<file path="config.mk">
export PLATFORM = sky130hd
export DESIGN_NAME = pwmps_top
export DESIGN_NICKNAME = d
export VERILOG_FILES = /design/src/hw/pwmps_scaler.v /design/src/hw/pwmps_top.v
export VERILOG_INCLUDE_DIRS = /design/src /design/src/hw
export SDC_FILE = /design/constraint.sdc
export NUM_CORES = 1
export LEC_CHECK = 0
export BUFFER_PORTS_ARGS = -buffer_cell sky130_fd_sc_hd__buf_4
export CAP_MARGIN = 20
export CORE_AREA = 4 4 116 107
export DETAILED_ROUTE_END_ITERATION = 10
export DIE_AREA = 0 0 120 111
export PLACE_DENSITY_LB_ADDON = 0.12
export RECOVER_POWER = 50
export SLEW_MARGIN = 5
export SYNTH_ARGS = -nofsm -noshare
export SYNTH_HDL_FRONTEND = slang
export SYNTH_SLANG_ARGS = --single-unit
</file>
<file path="constraint.sdc">
create_clock -name pclk -period 7.2 [get_ports pclk]
set_input_delay 1.44 -clock pclk [delete_from_list [all_inputs] [get_ports pclk]]
set_output_delay 1.44 -clock pclk [all_outputs]
set_load 0.01 [all_outputs]
</file>
<file path="src/hw/pwmps_defines.vh">
/*
 Constants for the pwm pairing and clock-scaling slice: register word indices,
 field positions and a control mask. Assumes an APB slave with 32-bit words.
*/
// Operation
// - Three pairing bits join adjacent channel pairs
// - Cleared pairing bit keeps channels independent
// - Pair 4/5: 4 high, 5 low, ch5 controls
// - Pair 2/3: 2 high, 3 low, ch3 controls
// - Pair 0/1: 0 high, 1 low, ch1 controls
// - Wait-halt bit stops prescaler in wait
// - Freeze-halt bit stops prescaler in freeze
// - Registers usable in freeze; clock resumes
// - Test registers read zero, ignore writes
// - Scaled A is A over twice scale
// - Scale A zero means 256
// - Scale A write reloads its counter
// - Scaled B is B over twice scale
// - Scale B zero means 256
// - Scale B write reloads its counter
// - Clocks A, B are bus/2^n, n 0..7
// - Clock-select picks prescaled or scaled clock
`ifndef PWMPS_DEFINES_VH
`define PWMPS_DEFINES_VH
`define PWMPS_IDX_PRESCALE 8'h03
`define PWMPS_IDX_CHAN_CTL 8'h04
`define PWMPS_IDX_CTL 8'h05
`define PWMPS_IDX_TEST1 8'h06
`define PWMPS_IDX_TEST2 8'h07
`define PWMPS_IDX_SCLA 8'h08
`define PWMPS_IDX_SCLB 8'h09
`define PWMPS_BIT_J45 6
`define PWMPS_BIT_J23 5
`define PWMPS_BIT_J01 4
`define PWMPS_BIT_WAIT 3
`define PWMPS_BIT_FRZ 2
`define PWMPS_CTL_MASK 8'h7c
`define PWMPS_PRE_A_LSB 0
`define PWMPS_PRE_B_LSB 4
`define PWMPS_CC_SEL_LSB 0
`define PWMPS_CC_POL_LSB 8
`define PWMPS_CC_ALN_LSB 16
`define PWMPS_CC_EN_LSB 24
`endif

</file>
<file path="src/hw/pwmps_scaler.v">
/*
 Scale counter: divides ticks of a prescaled clock by twice the scale.
 Assumes src_tick is a one-cycle pulse on pclk.
*/
`timescale 1ns/1ns
module pwmps_scaler #(
   parameter W = 8
) (
   // Clock and reset
   input wire pclk,
   input wire presetn,
   // Control
   input wire [W-1:0] scale,
   input wire reload,
   input wire src_tick,
   // Result
   output reg scaled_tick,
   output reg half_q
);
   reg [W:0] cnt_q;
   wire [W:0] start;
   // Zero stands for full scale
   assign start = (scale == {W{1'b0}}) ? {1'b1, {W{1'b0}}} : {1'b0, scale};
   always @(posedge pclk or negedge presetn) begin
      if (!presetn) begin
         cnt_q <= {1'b1, {W{1'b0}}};
         half_q <= 1'b0;
         scaled_tick <= 1'b0;
      end else begin
         scaled_tick <= 1'b0;
         if (reload) begin
            cnt_q <= start;
         end else if (src_tick) begin
            if (cnt_q <= {{W{1'b0}}, 1'b1}) begin
               cnt_q <= start;
               half_q <= ~half_q;
               scaled_tick <= half_q;
            end else begin
               cnt_q <= cnt_q - {{W{1'b0}}, 1'b1};
            end
         end
      end
   end
endmodule // pwmps_scaler

</file>
<file path="src/hw/pwmps_top.v">
/*
 Pairing, low-power gating and clock scaling slice of a six-channel pwm,
 with its APB register file. Assumes wait and freeze arrive as pins, and
 that the channel counters outside use the per-channel ticks and the
 effective per-channel controls driven here.
*/
// Local design decision: the APB interface to the registers.
`timescale 1ns/1ns
`include "pwmps_defines.vh"
module pwmps_top (
   // APB
   input wire pclk,
   input wire presetn,
   input wire psel,
   input wire penable,
   input wire pwrite,
   input wire [11:0] paddr,
   input wire [31:0] pwdata,
   output reg [31:0] prdata,
   output reg pready,
   output reg pslverr,
   // Processor modes
   input wire wait_mode,
   input wire freeze_mode,
   // Raw channel outputs from the 8-bit and 16-bit modulators
   input wire [5:0] chan_wave,
   input wire [2:0] pair_wave,
   // Channel clocking and effective controls
   output reg [5:0] chan_tick_q,
   output reg [5:0] chan_enable_q,
   output reg [5:0] chan_polarity_q,
   output reg [5:0] chan_align_q,
   output reg [2:0] pair_active_q,
   output reg [5:0] modulator_output_port,
   output reg scaled_clock_a,
   output reg scaled_clock_b
);
   reg [7:0] pairing_and_low_power_control;
   reg [7:0] scale_a_divisor;
   reg [7:0] scale_b_divisor;
   reg [7:0] prescale_q;
   reg [31:0] chan_ctl_q;
   reg wait_s1_q, wait_s2_q, frz_s1_q, frz_s2_q;
   reg [6:0] pre_cnt_q;
   wire [7:0] pre_tick;
   wire [9:0] idx;
   wire aligned;
   wire wr_en;
   wire rd_en;
   wire halt;
   wire tick_a;
   wire tick_b;
   wire stick_a;
   wire stick_b;
   wire half_a;
   wire half_b;
   wire [2:0] pre_a;
   wire [2:0] pre_b;
   wire [5:0] sel;
   wire [5:0] en_raw;
   wire [5:0] pol_raw;
   wire [5:0] aln_raw;
   wire [2:0] join_bits;
   wire wr_scla;
   wire wr_sclb;
   wire [7:0] scale_a_in;
   wire [7:0] scale_b_in;
   reg [31:0] rd_d;
   reg err_d;
   reg [5:0] tick_d;

   assign idx = paddr[11:2];
   assign aligned = (paddr[1:0] == 2'b00);
   assign wr_en = psel & penable & pwrite;
   assign rd_en = psel & penable & ~pwrite;
   assign pre_a = prescale_q[`PWMPS_PRE_A_LSB +: 3];
   assign pre_b = prescale_q[`PWMPS_PRE_B_LSB +: 3];
   assign sel = chan_ctl_q[`PWMPS_CC_SEL_LSB +: 6];
   assign pol_raw = chan_ctl_q[`PWMPS_CC_POL_LSB +: 6];
   assign aln_raw = chan_ctl_q[`PWMPS_CC_ALN_LSB +: 6];
   assign en_raw = chan_ctl_q[`PWMPS_CC_EN_LSB +: 6];
   assign join_bits = {pairing_and_low_power_control[`PWMPS_BIT_J45],
                       pairing_and_low_power_control[`PWMPS_BIT_J23],
                       pairing_and_low_power_control[`PWMPS_BIT_J01]};
   assign wr_scla = wr_en & aligned & (idx == `PWMPS_IDX_SCLA);
   assign wr_sclb = wr_en & aligned & (idx == `PWMPS_IDX_SCLB);
   // The divisor register updates on the same edge, so the reload takes the bus value
   assign scale_a_in = wr_scla ? pwdata[7:0] : scale_a_divisor;
   assign scale_b_in = wr_sclb ? pwdata[7:0] : scale_b_divisor;

   // Mode pins come from another domain
   always @(posedge pclk or negedge presetn) begin
      if (!presetn) begin
         wait_s1_q <= 1'b0;
         wait_s2_q <= 1'b0;
         frz_s1_q <= 1'b0;
         frz_s2_q <= 1'b0;
      end else begin
         wait_s1_q <= wait_mode;
         wait_s2_q <= wait_s1_q;
         frz_s1_q <= freeze_mode;
         frz_s2_q <= frz_s1_q;
      end
   end

   // Gating the prescaler input halts every counter downstream at once
   assign halt = (wait_s2_q & pairing_and_low_power_control[`PWMPS_BIT_WAIT])
               | (frz_s2_q & pairing_and_low_power_control[`PWMPS_BIT_FRZ]);

   // Prescaler: pre_tick[n] pulses once per 2^n bus clocks
   always @(posedge pclk or negedge presetn) begin
      if (!presetn) begin
         pre_cnt_q <= 7'h00;
      end else if (!halt) begin
         pre_cnt_q <= pre_cnt_q + 7'h01;
      end
   end

   assign pre_tick[0] = ~halt;
   genvar t;
   generate
      for (t = 1; t < 8; t = t + 1) begin : g_pre
         assign pre_tick[t] = ~halt & (&pre_cnt_q[t-1:0]);
      end
   endgenerate

   assign tick_a = pre_tick[pre_a];
   assign tick_b = pre_tick[pre_b];

   pwmps_scaler #(
      .W(8)
   ) u_scale_a (
      .pclk(pclk),
      .presetn(presetn),
      .scale(scale_a_in),
      .reload(wr_scla),
      .src_tick(tick_a),
      .scaled_tick(stick_a),
      .half_q(half_a)
   );

   pwmps_scaler #(
      .W(8)
   ) u_scale_b (
      .pclk(pclk),
      .presetn(presetn),
      .scale(scale_b_in),
      .reload(wr_sclb),
      .src_tick(tick_b),
      .scaled_tick(stick_b),
      .half_q(half_b)
   );

   // Channel clock choice; channels 2 and 3 use clock B
   always @* begin
      tick_d[0] = sel[0] ? stick_a : tick_a;
      tick_d[1] = sel[1] ? stick_a : tick_a;
      tick_d[2] = sel[2] ? stick_b : tick_b;
      tick_d[3] = sel[3] ? stick_b : tick_b;
      tick_d[4] = sel[4] ? stick_a : tick_a;
      tick_d[5] = sel[5] ? stick_a : tick_a;
   end

   // Per pair: low channel n+1 rules the joined channel; high channel idles
   genvar g;
   generate
      for (g = 0; g < 3; g = g + 1) begin : g_pair
         always @(posedge pclk or negedge presetn) begin
            if (!presetn) begin
               chan_tick_q[2*g+1:2*g] <= 2'b00;
               chan_enable_q[2*g+1:2*g] <= 2'b00;
               chan_polarity_q[2*g+1:2*g] <= 2'b00;
               chan_align_q[2*g+1:2*g] <= 2'b00;
               modulator_output_port[2*g+1:2*g] <= 2'b00;
               pair_active_q[g] <= 1'b0;
            end else if (join_bits[g]) begin
               // High byte counter shares the low channel's clock and controls
               chan_tick_q[2*g+1:2*g] <= {2{tick_d[2*g+1]}};
               chan_enable_q[2*g+1:2*g] <= {2{en_raw[2*g+1]}};
               chan_polarity_q[2*g+1:2*g] <= {2{pol_raw[2*g+1]}};
               chan_align_q[2*g+1:2*g] <= {2{aln_raw[2*g+1]}};
               modulator_output_port[2*g+1] <= pair_wave[g] & en_raw[2*g+1];
               modulator_output_port[2*g] <= 1'b0;
               pair_active_q[g] <= 1'b1;
            end else begin
               chan_tick_q[2*g+1:2*g] <= tick_d[2*g+1:2*g];
               chan_enable_q[2*g+1:2*g] <= en_raw[2*g+1:2*g];
               chan_polarity_q[2*g+1:2*g] <= pol_raw[2*g+1:2*g];
               chan_align_q[2*g+1:2*g] <= aln_raw[2*g+1:2*g];
               modulator_output_port[2*g+1:2*g] <= chan_wave[2*g+1:2*g] & en_raw[2*g+1:2*g];
               pair_active_q[g] <= 1'b0;
            end
         end
      end
   endgenerate

   // Scaled clock levels for observation
   always @(posedge pclk or negedge presetn) begin
      if (!presetn) begin
         scaled_clock_a <= 1'b0;
         scaled_clock_b <= 1'b0;
      end else begin
         scaled_clock_a <= half_a;
         scaled_clock_b <= half_b;
      end
   end

   // Register writes; pairing changes are not blocked while channels run
   always @(posedge pclk or negedge presetn) begin
      if (!presetn) begin
         pairing_and_low_power_control <= 8'h00;
         scale_a_divisor <= 8'h00;
         scale_b_divisor <= 8'h00;
         prescale_q <= 8'h00;
         chan_ctl_q <= 32'h0000_0000;
      end else if (wr_en & aligned) begin
         case (idx)
            `PWMPS_IDX_PRESCALE: prescale_q <= pwdata[7:0] & 8'h77;
            `PWMPS_IDX_CHAN_CTL: chan_ctl_q <= pwdata & 32'h3f3f_3f3f;
            `PWMPS_IDX_CTL: pairing_and_low_power_control <= pwdata[7:0] & `PWMPS_CTL_MASK;
            `PWMPS_IDX_SCLA: scale_a_divisor <= pwdata[7:0];
            `PWMPS_IDX_SCLB: scale_b_divisor <= pwdata[7:0];
            default: ;
         endcase
      end
   end

   // Read mux; test words are zero and writes to them are dropped
   always @* begin
      rd_d = 32'h0000_0000;
      err_d = ~aligned;
      case (idx)
         `PWMPS_IDX_PRESCALE: rd_d = {24'h00_0000, prescale_q};
         `PWMPS_IDX_CHAN_CTL: rd_d = chan_ctl_q;
         `PWMPS_IDX_CTL: rd_d = {24'h00_0000, pairing_and_low_power_control};
         `PWMPS_IDX_TEST1: rd_d = 32'h0000_0000;
         `PWMPS_IDX_TEST2: rd_d = 32'h0000_0000;
         `PWMPS_IDX_SCLA: rd_d = {24'h00_0000, scale_a_divisor};
         `PWMPS_IDX_SCLB: rd_d = {24'h00_0000, scale_b_divisor};
         default: err_d = 1'b1;
      endcase
   end

   // Zero-wait answer: pready and data registered during setup
   always @(posedge pclk or negedge presetn) begin
      if (!presetn) begin
         prdata <= 32'h0000_0000;
         pready <= 1'b0;
         pslverr <= 1'b0;
      end else begin
         pready <= psel & ~penable;
         pslverr <= psel & ~penable & err_d;
         // A refused read returns zero, even when the index itself is mapped
         prdata <= (psel & ~penable & ~pwrite & ~err_d) ? rd_d : 32'h0000_0000;
      end
   end

   wire unused_rd;
   assign unused_rd = rd_en;
endmodule // pwmps_top

</file>
* Word-level counts from Yosys, hierarchy flattened
Cells that the tools add are included.
** Operators by class
- $add $sub $neg :: 3
- Order comparisons :: 4
- Equality and inequality tests :: 7
- Multiplexer cells :: 47
- Bitwise gates (word level) :: 34
- Reductions and logical operators :: 19
** Operator list (number)
- 30-bit one-hot mux with 5 select lines :: 1
- 9-bit 2-to-1 mux :: 8
- 10-bit by 3-bit == test with 1-bit output (second input constant) :: 4
- 1-bit 2-to-1 mux :: 30
- 30-bit 2-to-1 mux :: 1
- 1-bit bitwise AND :: 21
- 10-bit by 4-bit == test with 1-bit output (second input constant) :: 2
- 9-bit by 1-bit less-or-equal comparator with 1-bit output (second input constant) :: 2
- 9-bit by 1-bit subtractor with 9-bit output (second input constant) :: 2
- 8-bit zero test :: 2
- 8-bit 2-to-1 mux :: 2
- 2-bit AND reduction :: 6
- 10-bit by 2-bit == test with 1-bit output (second input constant) :: 1
- 1-bit inverter :: 9
- 3-bit AND reduction :: 3
- 3-bit by 4-bit less-than comparator with 1-bit output (second input constant) :: 2
- 7-bit by 1-bit adder with 7-bit output (second input constant) :: 1
- 7-bit AND reduction :: 1
- 7-bit OR reduction :: 1
- 2-bit bitwise AND :: 3
- 1-bit binary-select mux with 3-bit select :: 2
- 2-bit 2-to-1 mux :: 3
- 6-bit AND reduction :: 1
- 5-bit AND reduction :: 1
- other kinds (4) :: 5
** Storage, ports and cells
- Register bits after elaboration :: 151
- Input bits :: 60
- Word-level logic and storage cells :: 153

* Longest topological paths before layout
- Depth in word-level cells :: 10
- Gate-level depth with buffers :: 11

* Cells and area by module
A second synthesis with hierarchy kept.
** Second synthesis, totals
- Cells, all modules :: 533
- Area total of the unflattened synthesis :: 6597.6 µm²
** By module, submodules not included
- pwmps_top :: times used 1, cells each 365, area an instance 5118.7 µm², seq. area each 3128.0 µm²
- pwmps_scaler :: times used 2, cells each 84, area an instance 739.5 µm², seq. area each 276.5 µm²

* Worst setup path before layout
Ideal clock, no wire load.
- Path type :: input-to-reg
- Start point :: in paddr[3]
- End point :: reg chan_ctl_q[10]
- Arrival :: 3046 ps
- Path slack :: 4030 ps
- Stages :: 5
- Path through :: nor3_1 > nand2_2 > nor4_2 > buf_2 > mux2_2
** On the way
- Longest elaborated chain between the ends :: 2
** Ends and longest elaborated chain
- from (decl) :: RTL line pwmps_top.v:17 : input wire [11:0] paddr,
- 10-bit by 3-bit == test with 1-bit output :: RTL line pwmps_top.v:217 : case (idx)
- 2-bit AND reduction (no source line)
- to (signal assigned) :: RTL line pwmps_top.v:219 : `PWMPS_IDX_CHAN_CTL: chan_ctl_q <= pwdata & 32'h3f3f_3f3f;
- to (decl) :: RTL line pwmps_top.v:42 : reg [31:0] chan_ctl_q;
No other way between the ends.
A chain may end at the register's enable or synchronous reset.

* Final worst setup path
- Start point :: in paddr[3]
- End point :: reg chan_ctl_q[20]
The elaborated chain is that of the path after synthesis.

==> out/metrics.yaml <==
sta:
  rsz0062_at_grt: "no"
  finalCriticalPeriod_ns: 3.650
  setup_viol_count_final: 0
  drv_slew: 0
  fin_worst_skew_ns: 0.006246
  fin_setup_tns_ns: 0
  worstMarginPinSlew_ns: 1.102
  slew_headroom: 0.2589
  maxClockFrequency_mhz: 274.0
  fin_ws_ns: 3.550
  hold_viol: 0
  hold_slack_ns: 0.3551
  min_period_over_period: 0.5069
pwr:
  power.density_nw_per_um2: 273.3
  ir_worst_vdd_uv: 196.4
  p_leak_nw: 3.797
floorplanning:
  rows: 37
  start_util: 0.5771
  core_area_um2: 11250
  dieWidth_um: 120
  dieArea_um2: 13320
  die_h_um: 111
  ios: 129
cts:
  postCtsHoldBufs: 0
  clk_pin_slew_ns: 0.06
  cts.sinks: 147
  ctsResizeCount: 0
  postCtsSetupBuffers: 0
  cts_buffers: 17
  cts-root-buf: "clkbuf_16"
  cts_buffer_depth: 2
  cts_tree: "done"
  clk_latency_ns: 0.42
  h-tree-depth: 4
setup_path:
  startpoint: "paddr[3]"
  rr_endpoint: "u_scale_a.cnt_q[2]"
  endpoint_kind: "flop"
  timing.setup.critical_path_class: "primary input to flop"
  worstPathArrival_ns: 3.95
  r2r_start: "pre_cnt_q[0]"
  worst_setup_path_start_kind: "primary input"
  r2r_cells: 10
  worst-r2r-setup-slack_ns: 4.21
  cp.required_ns: 7.50
  crit_fanout: 13
synthesis:
  synth_top_cell_area_share: 0.5589
  synth_edf_count: 0
  avgSynthCellArea_um2: 11.43
  synth_commonest_cells: "dfrtp_1 (145), nand2_1 (79), mux2_2 (59), nor2_1 (28), and3_1 (22)"
  syn_inst: 568
  synthArstFlopShare: 1.000
  yosysMostFrequentCell: "dfrtp_1"
  yosys-top-cells-area: "dfrtp_1 (56%), mux2_2 (10%), nand2_1 (4.6%)"
  ys_seq_area_frac: 0.5670
  ys_seq_elements: 147
  synth_area_um2: 6492
  synth.distinct_cells: 62
  yosys_most_used_dff: "dfrtp_1"
  yosysTopAreaCell: "dfrtp_1"
  yosysWarnings: 0
hold_path:
  hold_depth: 0
  hp-start: "wait_s1_q"
  hold_class: "flop to flop"
  holdPathEnd: "wait_s2_q"
grt:
  antenna_found_initial: 0
  overflow: 0
  grt_max_degree: 90
  grt_usage: 0.2618
  grt_pass1_vias: 4972
  grt_pass1_wl_mm: 26.94
placed_design:
  pre_cts_ws_ns: 2.890
  portBuffers: 116
  gp_congestion: 0.8927
  placed_area_um2: 7501
  dp_hpwl_mm: 11.59
finish:
  final_design_area_no_fill_um2: 7914
  antenna_cells: 0
  drive_above_1_share: 0.2561
  num-fill-cells: 859
  final_net_count: 754
  area_delta_synth_final_pct: 21.89
detailed_routing:
  ant_nets: 0
  via_count: 5059
  drc: 0
  initialDrtViolationCount: 448
  wl_per_cell_um: 19.60
  routed_wl_mm: 16.76
  vias_per_cell: 5.917
  drt_first_pass_iters: 5
run:
  max-cap-violations: 0
status:
  status: "completed"
==> layer usage <==
metal	part of all wire	up-vias	wire (um)	track usage
met5	0	-	0	0
met2	0.47	253	7871	0.3944
met1	0.42	2507	7087	0.3746
li1	-	2277	-	-
met3	0.091	22	1521	0.06888
met4	0.016	0	275	0.08015
==> layout by cell type (no fill, tap or decap), types with 5 or more instances in the layout <==
master     instances
dfrtp_1          145
nand2_1           79
buf_4             67
mux2_2            59
clkbuf_1          48
nor2_1            28
and3_1            22
a21oi_1           20
o21ai_0           18
clkbuf_16         17
nor3_1            11
mux2i_1           11
inv_1             10
nor4_1            10
nand3_1            8
clkbuf_4           8
nand2b_1           7
a222oi_1           7
ha_1               7
nand4_1            6
conb_1             6
nor2b_1            5
o211ai_1           5
a211oi_1           5
nand4b_1           5
==> through the flow <==
step	util	cells	power (mW)
3_5_place_dp	0.6668	822	1.304
6_report	0.7035	855	2.163
4_1_cts	0.7182	853	2.171
2_1_floorplan	-	573	1.191
3_3_place_gp	0.6668	822	1.282
5_1_grt	0.7035	855	2.259
==> cells by family (layout without fill, tap and decap cells) <==
logic type | Yosys count | after routing | synth area share
xor+xnor | 7 | 7 | 0.009443
compound gates | 85 | 85 | 0.09078
other cells | 1 | 6 | 0.0005776
fa+ha+maj | 7 | 7 | 0.01349
buf+inv | 38 | 164 | 0.02602
simple gates | 213 | 213 | 0.1734
flops | 147 | 147 | 0.5670
mux | 70 | 70 | 0.1193
==> worst max-delay path, cell delays in order <==
cell and delay (ns):
buf_4 0.14, nor3_1 0.49, nand2_2 0.27, nor4_4 0.87, buf_4 0.38, mux2_2 0.36
==> area by class of cell <==
type | instances | area [um^2] | share of cell area
clock buffer | 22 | 474.2 | 0.05992
clock inverter | 9 | 103.9 | 0.01312
inverter | 10 | 37.54 | 0.004743
multi-input combinational | 388 | 2670 | 0.3374
sequential | 147 | 3681 | 0.4651
tap | 156 | 195.2 | 0.02466
timing repair buffer | 123 | 752.0 | 0.09502
==> report_power, final <==
part	internal, mW	switching, mW
clock	0.534	0.332
combinational	0.154	0.168
sequential	0.894	0.0808
==> sequential cells by signal, summed over array words and instances, names as in the netlist, 7 cells and up <==
signal and flops:
pre_cnt_q 7, prdata 26, scale_a_divisor 8, u_scale_b.cnt_q 9
u_scale_a.cnt_q 9, scale_b_divisor 8, chan_ctl_q 24
==> how the worst max path moves through the flow <==
stage               slack [ns]        endpoint
floorplan                 4.03  chan_ctl_q[10]
global placement          2.86       prdata[7]
detailed placement        2.89       prdata[7]
CTS                       3.32       prdata[7]
global route              3.45  chan_ctl_q[20]
finish                    3.55  chan_ctl_q[20]
(Power assumes the default switching activity.)
